[src/t16_pkg.sv]
`default_nettype none
package t16_pkg;

  // ****************************************
  // Access space
  // ****************************************
  localparam logic [7:0] IO_SPACE_MAX = 8'h3F;
  localparam logic [7:0] IO_DATA_OFS  = 8'h20;
  localparam logic [7:0] EXT_BASE     = 8'h60;

  // ****************************************
  // Register offsets (I/O offsets for I/O space, data addresses otherwise)
  // ****************************************
  localparam logic [7:0] IO_T1_CMP_B_LO = 8'h28;
  localparam logic [7:0] IO_T1_CMP_B_HI = 8'h29;
  localparam logic [7:0] IO_T1_CMP_A_LO = 8'h2A;
  localparam logic [7:0] IO_T1_CMP_A_HI = 8'h2B;
  localparam logic [7:0] DA_T1_CMP_C_LO = 8'h78;
  localparam logic [7:0] DA_T1_CMP_C_HI = 8'h79;
  localparam logic [7:0] DA_T3_CMP_A_LO = 8'h86;
  localparam logic [7:0] DA_T3_CMP_A_HI = 8'h87;
  localparam logic [7:0] DA_T3_CNT_LO   = 8'h88;
  localparam logic [7:0] DA_T3_CNT_HI   = 8'h89;

  // ****************************************
  // Reset values
  // ****************************************
  localparam logic [7:0]  RST_BYTE = 8'h00;
  localparam logic [15:0] RST_WORD = 16'h0000;

  // ****************************************
  // Compare register indices
  // ****************************************
  localparam int NUM_CMP   = 4;
  localparam int CMP_T1_A  = 0;
  localparam int CMP_T1_B  = 1;
  localparam int CMP_T1_C  = 2;
  localparam int CMP_T3_A  = 3;

  typedef enum logic [1:0] {
    T16_ACC_NONE,
    T16_ACC_LO,
    T16_ACC_HI
  } t16_acc_t;

endpackage
`default_nettype wire

[src/t16_access.sv]
// Contract
// - The timer 3 counter is readable and writable through a low-byte and a high-byte location.
// - Sixteen-bit values pass through an 8-bit high-byte latch so both halves move as one unit.
// - One latch is shared by every 16-bit register of the block.
// - A counter write suppresses the compare match on the next timer tick for timer 3 compare A, the only channel with a match output.
// - I/O-port accesses reach offsets 0x00 to 0x3F.
// - An I/O register reached through data space sits at its I/O offset plus 0x20.
// - Registers from data address 0x60 up answer only data-space accesses.
// - Timer 1 compare A low sits at I/O offset 0x2A, data 0x4A, its high byte next.
`timescale 1ns/1ps
`default_nettype none
module t16_access #(
  parameter int W = 16
) (
  // Clock, reset, enable
  input  wire logic         core_clk,
  input  wire logic         rst_n,
  input  wire logic         ce,
  // CPU byte access
  input  wire logic [7:0]   bus_addr,
  input  wire logic         bus_io,
  input  wire logic         bus_wr,
  input  wire logic         bus_rd,
  input  wire logic [7:0]   bus_wdata,
  output logic      [7:0]   bus_rdata_r,
  output logic              bus_rvalid_r,
  // Timer 3
  input  wire logic         t3_tick,
  output logic      [W-1:0] t3_count_r,
  output logic              t3_match_a_r,
  // Timer 1 and timer 3 compare values
  output logic      [W-1:0] t1_cmp_a_r,
  output logic      [W-1:0] t1_cmp_b_r,
  output logic      [W-1:0] t1_cmp_c_r,
  output logic      [W-1:0] t3_cmp_a_r
);
  import t16_pkg::*;

  // ****************************************
  // State
  // ****************************************
  typedef struct packed {
    logic [7:0]               temp;
    logic [W-1:0]             cnt;
    logic [NUM_CMP-1:0][W-1:0] cmp;
    logic                     blk;
    logic [7:0]               rdata;
    logic                     rvalid;
  } t16_st_t;

  t16_st_t st_r;
  t16_st_t st_nxt;

  // ****************************************
  // Address decode
  // ****************************************
  localparam logic [NUM_CMP-1:0][7:0] CMP_LO = {
    DA_T3_CMP_A_LO,
    DA_T1_CMP_C_LO,
    8'(IO_T1_CMP_B_LO + IO_DATA_OFS),
    8'(IO_T1_CMP_A_LO + IO_DATA_OFS)
  };
  localparam logic [NUM_CMP-1:0][7:0] CMP_HI = {
    DA_T3_CMP_A_HI,
    DA_T1_CMP_C_HI,
    8'(IO_T1_CMP_B_HI + IO_DATA_OFS),
    8'(IO_T1_CMP_A_HI + IO_DATA_OFS)
  };

  logic [7:0] eff_addr;
  logic       acc_ok;

  always_comb begin
    // I/O instructions see offsets only up to the I/O limit
    eff_addr = bus_io ? 8'(bus_addr + IO_DATA_OFS) : bus_addr;
    acc_ok   = !bus_io || (bus_addr <= IO_SPACE_MAX);
    // Extended region is never reached by I/O instructions
    if (bus_io && (eff_addr >= EXT_BASE)) begin
      acc_ok = 1'b0;
    end
  end

  t16_acc_t        cnt_acc;
  t16_acc_t        cmp_acc [NUM_CMP];

  always_comb begin
    cnt_acc = T16_ACC_NONE;
    if (acc_ok && (eff_addr == DA_T3_CNT_LO)) begin
      cnt_acc = T16_ACC_LO;
    end else if (acc_ok && (eff_addr == DA_T3_CNT_HI)) begin
      cnt_acc = T16_ACC_HI;
    end
  end

  genvar g;
  generate
    for (g = 0; g < NUM_CMP; g++) begin : g_dec
      always_comb begin
        cmp_acc[g] = T16_ACC_NONE;
        if (acc_ok && (eff_addr == CMP_LO[g])) begin
          cmp_acc[g] = T16_ACC_LO;
        end else if (acc_ok && (eff_addr == CMP_HI[g])) begin
          cmp_acc[g] = T16_ACC_HI;
        end
      end
    end
  endgenerate

  // ****************************************
  // Next state
  // ****************************************
  always_comb begin
    st_nxt        = st_r;
    st_nxt.rvalid = bus_rd;
    st_nxt.rdata  = RST_BYTE;

    // Counting; a tick consumes any pending suppression
    if (t3_tick) begin
      st_nxt.cnt = st_r.cnt + 1'b1;
      st_nxt.blk = 1'b0;
    end

    // Counter access
    case (cnt_acc)
      T16_ACC_LO: begin
        if (bus_wr) begin
          st_nxt.cnt = {st_r.temp, bus_wdata};
          st_nxt.blk = 1'b1;
        end else if (bus_rd) begin
          st_nxt.rdata = st_r.cnt[7:0];
          st_nxt.temp  = st_r.cnt[W-1:8];
        end
      end
      T16_ACC_HI: begin
        if (bus_wr) begin
          st_nxt.temp = bus_wdata;
        end else if (bus_rd) begin
          st_nxt.rdata = st_r.temp;
        end
      end
      T16_ACC_NONE: begin
      end
      default: begin
      end
    endcase

    // Compare register access, same shared latch
    for (int i = 0; i < NUM_CMP; i++) begin
      case (cmp_acc[i])
        T16_ACC_LO: begin
          if (bus_wr) begin
            st_nxt.cmp[i] = {st_r.temp, bus_wdata};
          end else if (bus_rd) begin
            st_nxt.rdata = st_r.cmp[i][7:0];
            st_nxt.temp  = st_r.cmp[i][W-1:8];
          end
        end
        T16_ACC_HI: begin
          if (bus_wr) begin
            st_nxt.temp = bus_wdata;
          end else if (bus_rd) begin
            st_nxt.rdata = st_r.temp;
          end
        end
        T16_ACC_NONE: begin
        end
        default: begin
        end
      endcase
    end
  end

  // ****************************************
  // Registers
  // ****************************************
  always_ff @(posedge core_clk) begin
    if (!rst_n) begin
      st_r.temp   <= RST_BYTE;
      st_r.cnt    <= RST_WORD;
      st_r.cmp    <= '0;
      st_r.blk    <= 1'b0;
      st_r.rdata  <= RST_BYTE;
      st_r.rvalid <= 1'b0;
    end else if (ce) begin
      st_r <= st_nxt;
    end
  end

  // ****************************************
  // Timer 3 compare A
  // ****************************************
  t16_cmp #(
    .W (W)
  ) u_t3_cmp_a (
    .core_clk (core_clk),
    .rst_n    (rst_n),
    .ce       (ce),
    .tick     (t3_tick),
    .count    (st_r.cnt),
    .cmp      (st_r.cmp[CMP_T3_A]),
    .blk      (st_r.blk),
    .match_r  (t3_match_a_r)
  );

  assign bus_rdata_r  = st_r.rdata;
  assign bus_rvalid_r = st_r.rvalid;
  assign t3_count_r   = st_r.cnt;
  assign t1_cmp_a_r   = st_r.cmp[CMP_T1_A];
  assign t1_cmp_b_r   = st_r.cmp[CMP_T1_B];
  assign t1_cmp_c_r   = st_r.cmp[CMP_T1_C];
  assign t3_cmp_a_r   = st_r.cmp[CMP_T3_A];

endmodule
`default_nettype wire

[src/t16_cmp.sv]
`timescale 1ns/1ps
`default_nettype none
module t16_cmp #(
  parameter int W = 16
) (
  // Clock, reset and enable
  input  wire logic         core_clk,
  input  wire logic         rst_n,
  input  wire logic         ce,
  // Timer side
  input  wire logic         tick,
  input  wire logic [W-1:0] count,
  input  wire logic [W-1:0] cmp,
  input  wire logic         blk,
  output logic              match_r
);
  import t16_pkg::*;

  typedef struct packed {
    logic match;
  } t16_cmp_st_t;

  t16_cmp_st_t st_r;
  t16_cmp_st_t st_nxt;

  always_comb begin
    st_nxt       = st_r;
    // Match pulse on a tick unless suppressed after a counter write
    st_nxt.match = tick && (count == cmp) && !blk;
  end

  always_ff @(posedge core_clk) begin
    if (!rst_n) begin
      st_r <= '0;
    end else if (ce) begin
      st_r <= st_nxt;
    end
  end

  assign match_r = st_r.match;

endmodule
`default_nettype wire

[config.mk]
export PLATFORM = sky130hd
export DESIGN_NAME = t16_access
export DESIGN_NICKNAME = d
export VERILOG_FILES = /design/src/t16_pkg.sv /design/src/t16_access.sv /design/src/t16_cmp.sv
export SDC_FILE = /design/constraint.sdc
export NUM_CORES = 1
export LEC_CHECK = 0
export ABC_AREA = 0
export BUFFER_PORTS_ARGS = -buffer_cell sky130_fd_sc_hd__clkbuf_2
export CAP_MARGIN = 30
export CORE_ASPECT_RATIO = 0.7
export CORE_MARGIN = 4
export CORE_UTILIZATION = 33
export CTS_CLUSTER_SIZE = 25
export DETAILED_ROUTE_END_ITERATION = 8
export SYNTH_ARGS = -nofsm -noshare
export SYNTH_HDL_FRONTEND = slang
export SYNTH_SLANG_ARGS = --single-unit
[constraint.sdc]
create_clock -name core_clk -period 3.3 [get_ports core_clk]
set_input_delay 0.495 -clock core_clk [delete_from_list [all_inputs] [get_ports core_clk]]
set_output_delay 0.495 -clock core_clk [all_outputs]
set_load 0.02 [all_outputs]
Word-level counts from Yosys, hierarchy flattened
Cells that the tools add are included.
{"block": "classes", "add_sub_neg": 2, "order_cmp": 2, "n_eq_ne": 21, "mux": 63, "reduce_logical": 20}
{"op": "$mux 8", "n": 36}
{"op": "$pmux 8 s2", "n": 10}
{"op": "$eq 8x7->1 const B", "n": 6}
{"op": "$mux 16", "n": 3}
{"op": "$eq 8x8->1 const B", "n": 4}
{"op": "$mux 2", "n": 10}
{"op": "$add 16x1->16 const B", "n": 1}
{"op": "$eq 16x16->1", "n": 1}
{"op": "$logic_and 1x1->1", "n": 13}
{"op": "$reduce_and 3->1", "n": 4}
{"op": "$eq 2x1->1 const B", "n": 5}
{"op": "$eq 2x2->1 const B", "n": 5}
{"op": "$add 8x6->8 const B", "n": 1}
{"op": "$ge 8x7->1 const B", "n": 1}
{"op": "$le 8x6->1 const B", "n": 1}
{"op": "$mux 1", "n": 4}
{"op": "$logic_not 1->1", "n": 2}
{"op": "$logic_or 1x1->1", "n": 1}
{"block": "word_totals", "register_bits": 99, "inputBits": 23, "output_inout_bits": 90, "elab_cells": 118}

Longest topological paths before layout
{"block": "depth", "depth_word": 22, "mapped_depth": 10, "mapped_depth_nobuf": 7}

Modules after synthesis
Synthesis repeated with hierarchy kept, for this count alone.
{"block": "hier_totals", "hier_cells": 787, "hier_area_um2": 6424.9}
{"module": "t16_access", "n_inst": 1, "cells_each": 761, "area_each_um2": 6209.7, "seq_area_each_um2": 1961.9}
{"module": "t16_cmp", "n_inst": 1, "cells_each": 26, "area_each_um2": 215.2, "seq_area_each_um2": 20.0}

Worst setup path before layout
No wires, ideal clock.
{"block": "synth_path", "path_type": "input-to-reg", "from": "input port bus_addr[5]", "to": "register st_r, in the netlist t1_cmp_a_r[12]", "setup_time_ns": 0.128, "arrival_ns": 2.302, "required_time_ns": 3.172, "path_slack_ns": 0.870, "path_stages": 10, "path_buffers": 3, "path_cell_list": "ha_1 nand4bb_1 and3_1 buf_2 nor4_2 nor2b_1 buf_4 buf_4 mux2i_1 nor2_1"}
{"block": "synth_between", "elab_chain_cells": 10, "word_cells_on_any_way": 15, "classes_between": "add/sub: 1; order compare: 2; eq/ne: 3; mux: 4; reduce/logical: 5"}
{"element": "start: declaration", "line": "t16_access.sv:20", "source": "input wire logic [7:0] bus_addr,"}
{"element": "$add 8x6->8", "line": "t16_access.sv:75", "source": "eff_addr = bus_io ? 8'(bus_addr + IO_DATA_OFS) : bus_addr;"}
{"element": "$mux 8", "line": "t16_access.sv:75"}
{"element": "$ge 8x7->1", "line": "t16_access.sv:78", "source": "if (bus_io && (eff_addr >= EXT_BASE)) begin"}
{"element": "$logic_and 1x1->1", "line": "t16_access.sv:78"}
{"element": "$mux 1", "line": "t16_access.sv:78"}
{"element": "$logic_and 1x1->1", "line": "t16_access.sv:102", "source": "end else if (acc_ok && (eff_addr == CMP_HI[g])) begin"}
{"element": "$mux 2", "line": "t16_access.sv:102"}
{"element": "$mux 2 *", "line": "t16_access.sv:100", "source": "if (acc_ok && (eff_addr == CMP_LO[g])) begin"}
{"element": "$eq 2x1->1 *", "line": "t16_access.sv:149", "source": "case (cmp_acc[i])"}
{"element": "$reduce_and 3->1 (no source line) *"}
{"element": "end signal: assignment", "line": "t16_access.sv:185", "source": "st_r <= st_nxt;"}
{"element": "end: declaration", "line": "t16_access.sv:51", "source": "t16_st_t st_r;"}
Mark *: on every way between the ends. The rest lies on a longest branch, timed or not.
A chain may end at the register's enable or synchronous reset.

Final worst setup path
{"block": "layout_path", "from": "input port bus_addr[5]", "to": "register st_r[95] (netlist name)"}
{"block": "layout_between", "elab_chain_cells": 22, "word_cells_on_any_way": 64, "classes_between": "add/sub: 1; order compare: 2; eq/ne: 20; mux: 29; reduce/logical: 12"}
{"element": "$add 8x6->8", "line": "t16_access.sv:75"}
{"element": "$mux 8", "line": "t16_access.sv:75"}
{"element": "$ge 8x7->1", "line": "t16_access.sv:78"}
{"element": "$logic_and 1x1->1", "line": "t16_access.sv:78"}
{"element": "$mux 1", "line": "t16_access.sv:78"}
{"element": "$logic_and 1x1->1", "line": "t16_access.sv:90", "source": "end else if (acc_ok && (eff_addr == DA_T3_CNT_HI)) begin"}
{"element": "$mux 2", "line": "t16_access.sv:90"}
{"element": "$mux 2", "line": "t16_access.sv:88", "source": "if (acc_ok && (eff_addr == DA_T3_CNT_LO)) begin"}
{"element": "[... 6 more ...]"}
{"element": "$mux 8", "line": "t16_access.sv:151", "source": "if (bus_wr) begin"}
{"element": "$pmux 8 s2", "line": "t16_access.sv:149"}
{"element": "$mux 8", "line": "t16_access.sv:153", "source": "end else if (bus_rd) begin"}
{"element": "$mux 8", "line": "t16_access.sv:151"}
{"element": "$pmux 8 s2", "line": "t16_access.sv:149"}
{"element": "$mux 8", "line": "t16_access.sv:153"}
{"element": "$mux 8", "line": "t16_access.sv:151"}
{"element": "$pmux 8 s2 *", "line": "t16_access.sv:149"}
Marked as above.

==> implementation parameters <==
Parameter                              Value

Yosys
  Adder and majority cell fraction of the synthesized area ... less than 1%
  Post-Syn Area ... between 0.006 and 0.007 mm^2
  Number of flops mapped to enable cells by yosys ... 0
  Async S/R FF share, synth ... 0%
  Compound-gate portion of the synthesized area ... between 10% and 20%
  Sequential area share after synthesis ... a little under 30%
  Warning count from the yosys run ... 0
  Multiplexer share of the synthesized area ... 12.6%
  Netlist cell types ... 72
  Syn_nets ... between 800 and 900
  Main combinational cell family by area after synthesis ... simple AND/OR/NAND/NOR gates
  Flop and latch count out of synthesis ... 99
  XOR/XNOR share of the synthesized area ... just over 2%
  Synth Instances ... roughly 860
  Prevailing post-synth register cell ... sky130_fd_sc_hd__dfxtp_1
  Synthesized area per cell ... about 8 um^2
  Post-synthesis share of cell area spent on and, or, nand and nor gates ... 23.0%

Routing
  Remaining DRCs ... 0
  Post-DRT Antenna Nets ... 0
  Via density ... 5.73
  Final Routed Wirelength ... 25.2 mm
  Highest metal layer used by the detailed router ... met4
  Average detailed-routed wire length per instance ... ~22 um
  Met2 WL post-DR ... ~9.9 mm
  DRC violation total after the first TritonRoute iteration ... ~760
  Via count ... 6545
  WL met3 ... between 2 and 2.5 mm
  Sum of routed wire segments on met1 ... approximately 12 mm
  Pre-antenna DRT Iters ... 5

Die
  Die Span X ... roughly 180 um
  Starting Density ... between 30% and 40%
  Area of the placeable core ... roughly 0.020 mm^2
  Placement Rows ... 43
  Area enclosed by the die boundary ... around 0.023 mm^2
  I/O Pins ... approximately 110
  Height of the die ... ~130 um

Hold path
  Worst Min Path Start ... bus_rdata_r[7]$_SDFFE_PN0P_
  Hold-critical path endpoint ... bus_rdata_r[7]$_SDFFE_PN0P_
  Hold Path Class ... flip-flop to flip-flop
  Number of stages on the worst hold path ... 2

Place
  Sum of net half-perimeters after detailed placement ... around 19 mm
  Count of input and output buffers ... ~110
  Weighted congestion at the end of routability-driven global placement ... roughly 1.0

STA
  Slew at the pin closest to its max-slew limit ... roughly 0.91 ns
  Post-route fraction of the period consumed by the critical path ... 78.3%
  Max-slew violation count ... 0
  Final min period ... ~2.6 ns
  RSZ-0062 raised after global routing ... no
  Number of hold-slack violations in the final timing report ... 0
  Maximum operating frequency ... about 390 MHz
  Final sum of negative setup slack ... 0 ns
  Relative slew margins ... approximately two fifths
  Endpoints failing setup ... 0
  Clk_skew ... approximately 0.0065 ns

CTS
  Hold buffer count at cts ... 0
  Number of cells upsized or downsized after cts ... 0
  Total number of clock tree sinks ... 99
  Clock-pin slew of the registers on the worst-case setup and hold paths ... ~0.070 ns
  Clock network latency to the later pin of the worst-skew pair ... about 0.35 ns
  Buffers inserted by post-CTS timing repair ... 0
  Clock tree root driver cell ... sky130_fd_sc_hd__clkbuf_16
  Deepest clock path buffer count ... 2
  Number of buffers created by CTS ... 9
  Clock tree from TritonCTS ... yes
  Number of H-tree levels ... 3

Pwr
  Internal power consumption ... 1970 uW
  Power share of the combinational group ... between 10% and 20%
  NetSw ... about 700 uW
  Power density over cell area ... around 370 mW/mm^2
  Reg power frac ... approximately 46%
  Worst vdd ir ... roughly 0.17 mV
  Clock network fraction of design power ... a little over two fifths
  Leakage power figure ... about 0.003 uW
  Switching Share ... about a quarter

Critical path
  Critical Path RT ... 3.56 ns
  Reg2reg path depth ... 6
  Crit path launch type ... input port
  Crit Reg-Reg Endpoint ... t3_count_r[15]$_SDFFE_PN0P_
  Critical path start-end classification ... input port to flip-flop
  Arrival time reported for the critical path endpoint ... ~2.8 ns
  Reg2reg start ... t3_count_r[0]$_SDFFE_PN0P_
  Maximum fanout along the worst path ... 10
  Nature of the critical path endpoint ... flip-flop
  Reg2Reg Setup Slack ... around 1.1 ns

GRT
  Pin count of the biggest net entering global routing ... 50
  Antenna violations before repair ... 0
  Overflow after GRT ... 0
  Number of global-route vias before repair ... between 6000 and 7000
  First-pass GRT wire length ... slightly below 40 mm
  Global routing usage summed across all routing layers ... approximately 22%

Layout
  N_diodes ... 0
  Count of nets after finishing ... ~890
  Layout cells sized above 1 ... around a fifth
  Commonest non-fill, non-tap cells in the layout ... 112 x sky130_fd_sc_hd__clkbuf_2, 108 x sky130_fd_sc_hd__nor2_1, 99 x sky130_fd_sc_hd__dfxtp_1, 82 x sky130_fd_sc_hd__nand2_1, 76 x sky130_fd_sc_hd__mux2i_1
  Most frequent standard cell in the layout excluding fill and tap cells ... sky130_fd_sc_hd__clkbuf_2
  Final cell utilization of the core ... 36.6%
  Post-synthesis to final-layout area growth ... 8.12%

Status
  Outcome ... finished clean

Flow run
  Max-cap check violation count ... 0
layout make-up:
class	instances	area [um^2]
fillers	2132	12600
clock buffers	11	243
clock inverters	4	73.8
inverters	12	45.0
multi-input cells	600	3790
well taps	270	338
repair buffers	146	816
flip-flops and latches	99	1980
worst max path at each step:
stage,startpoint,end,cells after the start
6_report,bus_addr[5],st_r[95]$_SDFFE_PN0P_,8
5_1_grt,bus_addr[5],t1_cmp_a_r[6]$_SDFFE_PN0P_,9
4_1_cts,bus_addr[5],st_r[95]$_SDFFE_PN0P_,8
3_5_place_dp,bus_addr[5],st_r[95]$_SDFFE_PN0P_,8
3_3_place_gp,bus_addr[6],st_r[93]$_SDFFE_PN0P_,7
2_1_floorplan,bus_addr[5],t1_cmp_a_r[12]$_SDFFE_PN0P_,10
per-stage QoR:
stage	cell area [um^2]	setup slack (ns)	hold WS, ns	std cells	power (uW)
finish	7280	0.715	0.461	1142	2670
floorplan	6740	0.870	0.426	859	1410
detailed placement	6970	0.434	0.453	1127	1520
global route	7280	0.607	0.491	1142	2760
global placement	6970	0.430	0.447	1127	1530
CTS	7280	0.785	0.468	1142	2680
state kept, by name, indices dropped and copies added, names as in the netlist:
| signal | count |
|---|---|
| t3_cmp_a_r | 16 |
| st_r | 9 |
| bus_rvalid_r | 1 |
| bus_rdata_r | 8 |
| t1_cmp_c_r | 16 |
| t3_count_r | 16 |
| t1_cmp_a_r | 16 |
| u_t3_cmp_a.match_r | 1 |
| t1_cmp_b_r | 16 |
layer usage:
layer	GRT usage, %	up-vias
li1	-	3013
met1	34.5	3165
met2	29.9	341
met3	5.56	26
met4	3.52	0
met5	0	-
power groups by stage:
| stage | clock network, uW | registers, uW | logic, uW |
|---|---|---|---|
| after detailed placement | 0 | 1260 | 261 |
| after global placement | 0 | 1260 | 262 |
| after global routing | 1230 | 1240 | 290 |
| final | 1160 | 1240 | 270 |
| after floorplan | 0 | 1240 | 174 |
| after CTS | 1180 | 1230 | 262 |
cells in the mapped netlist (all sizes together), types with 4 or more instances:
library cell,number,share of area (%)
a221oi,6,0.78
a221o,7,1.0
o22ai,4,0.37
nand2b,10,0.93
xor2,12,1.6
o21ai,49,3.6
nor2,111,6.4
nand4,11,1.0
nor2b,8,0.74
o2111ai,6,0.78
a32oi,5,0.65
mux2,8,1.3
nand3,28,2.3
and2,4,0.37
a22oi,16,1.8
mux2i,76,11
nor4b,4,0.52
inv,11,0.61
and3,7,0.65
nor3,25,1.9
buf,103,11
xnor2,4,0.52
a31oi,13,1.4
or4,5,0.56
nand3b,4,0.45
clkbuf,45,2.5
a311oi,4,0.52
o211ai,4,0.45
nor4,8,0.93
a211oi,7,0.78
a2111oi,5,0.65
a21oi,27,2.1
dfxtp,99,29
o31ai,8,0.89
nand2,82,4.6
kinds of logic (layout without fill, tap and decap cells):
| family | after synthesis | after routing |
|---|---|---|
| simple gates | 320 | 320 |
| buf+inv | 160 | 173 |
| fa+ha+maj | 2 | 2 |
| flops | 99 | 99 |
| mux | 84 | 84 |
| compound gates | 178 | 178 |
| xor+xnor | 16 | 16 |
critical path: stages:
cell                        delay [ns]
sky130_fd_sc_hd__clkbuf_2         0.13
sky130_fd_sc_hd__ha_1             0.31
sky130_fd_sc_hd__nand4bb_1        0.19
sky130_fd_sc_hd__and3_1           0.43
sky130_fd_sc_hd__a21oi_1          0.13
sky130_fd_sc_hd__a31oi_2          0.54
sky130_fd_sc_hd__mux2_1           0.37
sky130_fd_sc_hd__a311oi_1         0.25
No activity file was read; power rests on OpenSTA's default activity.
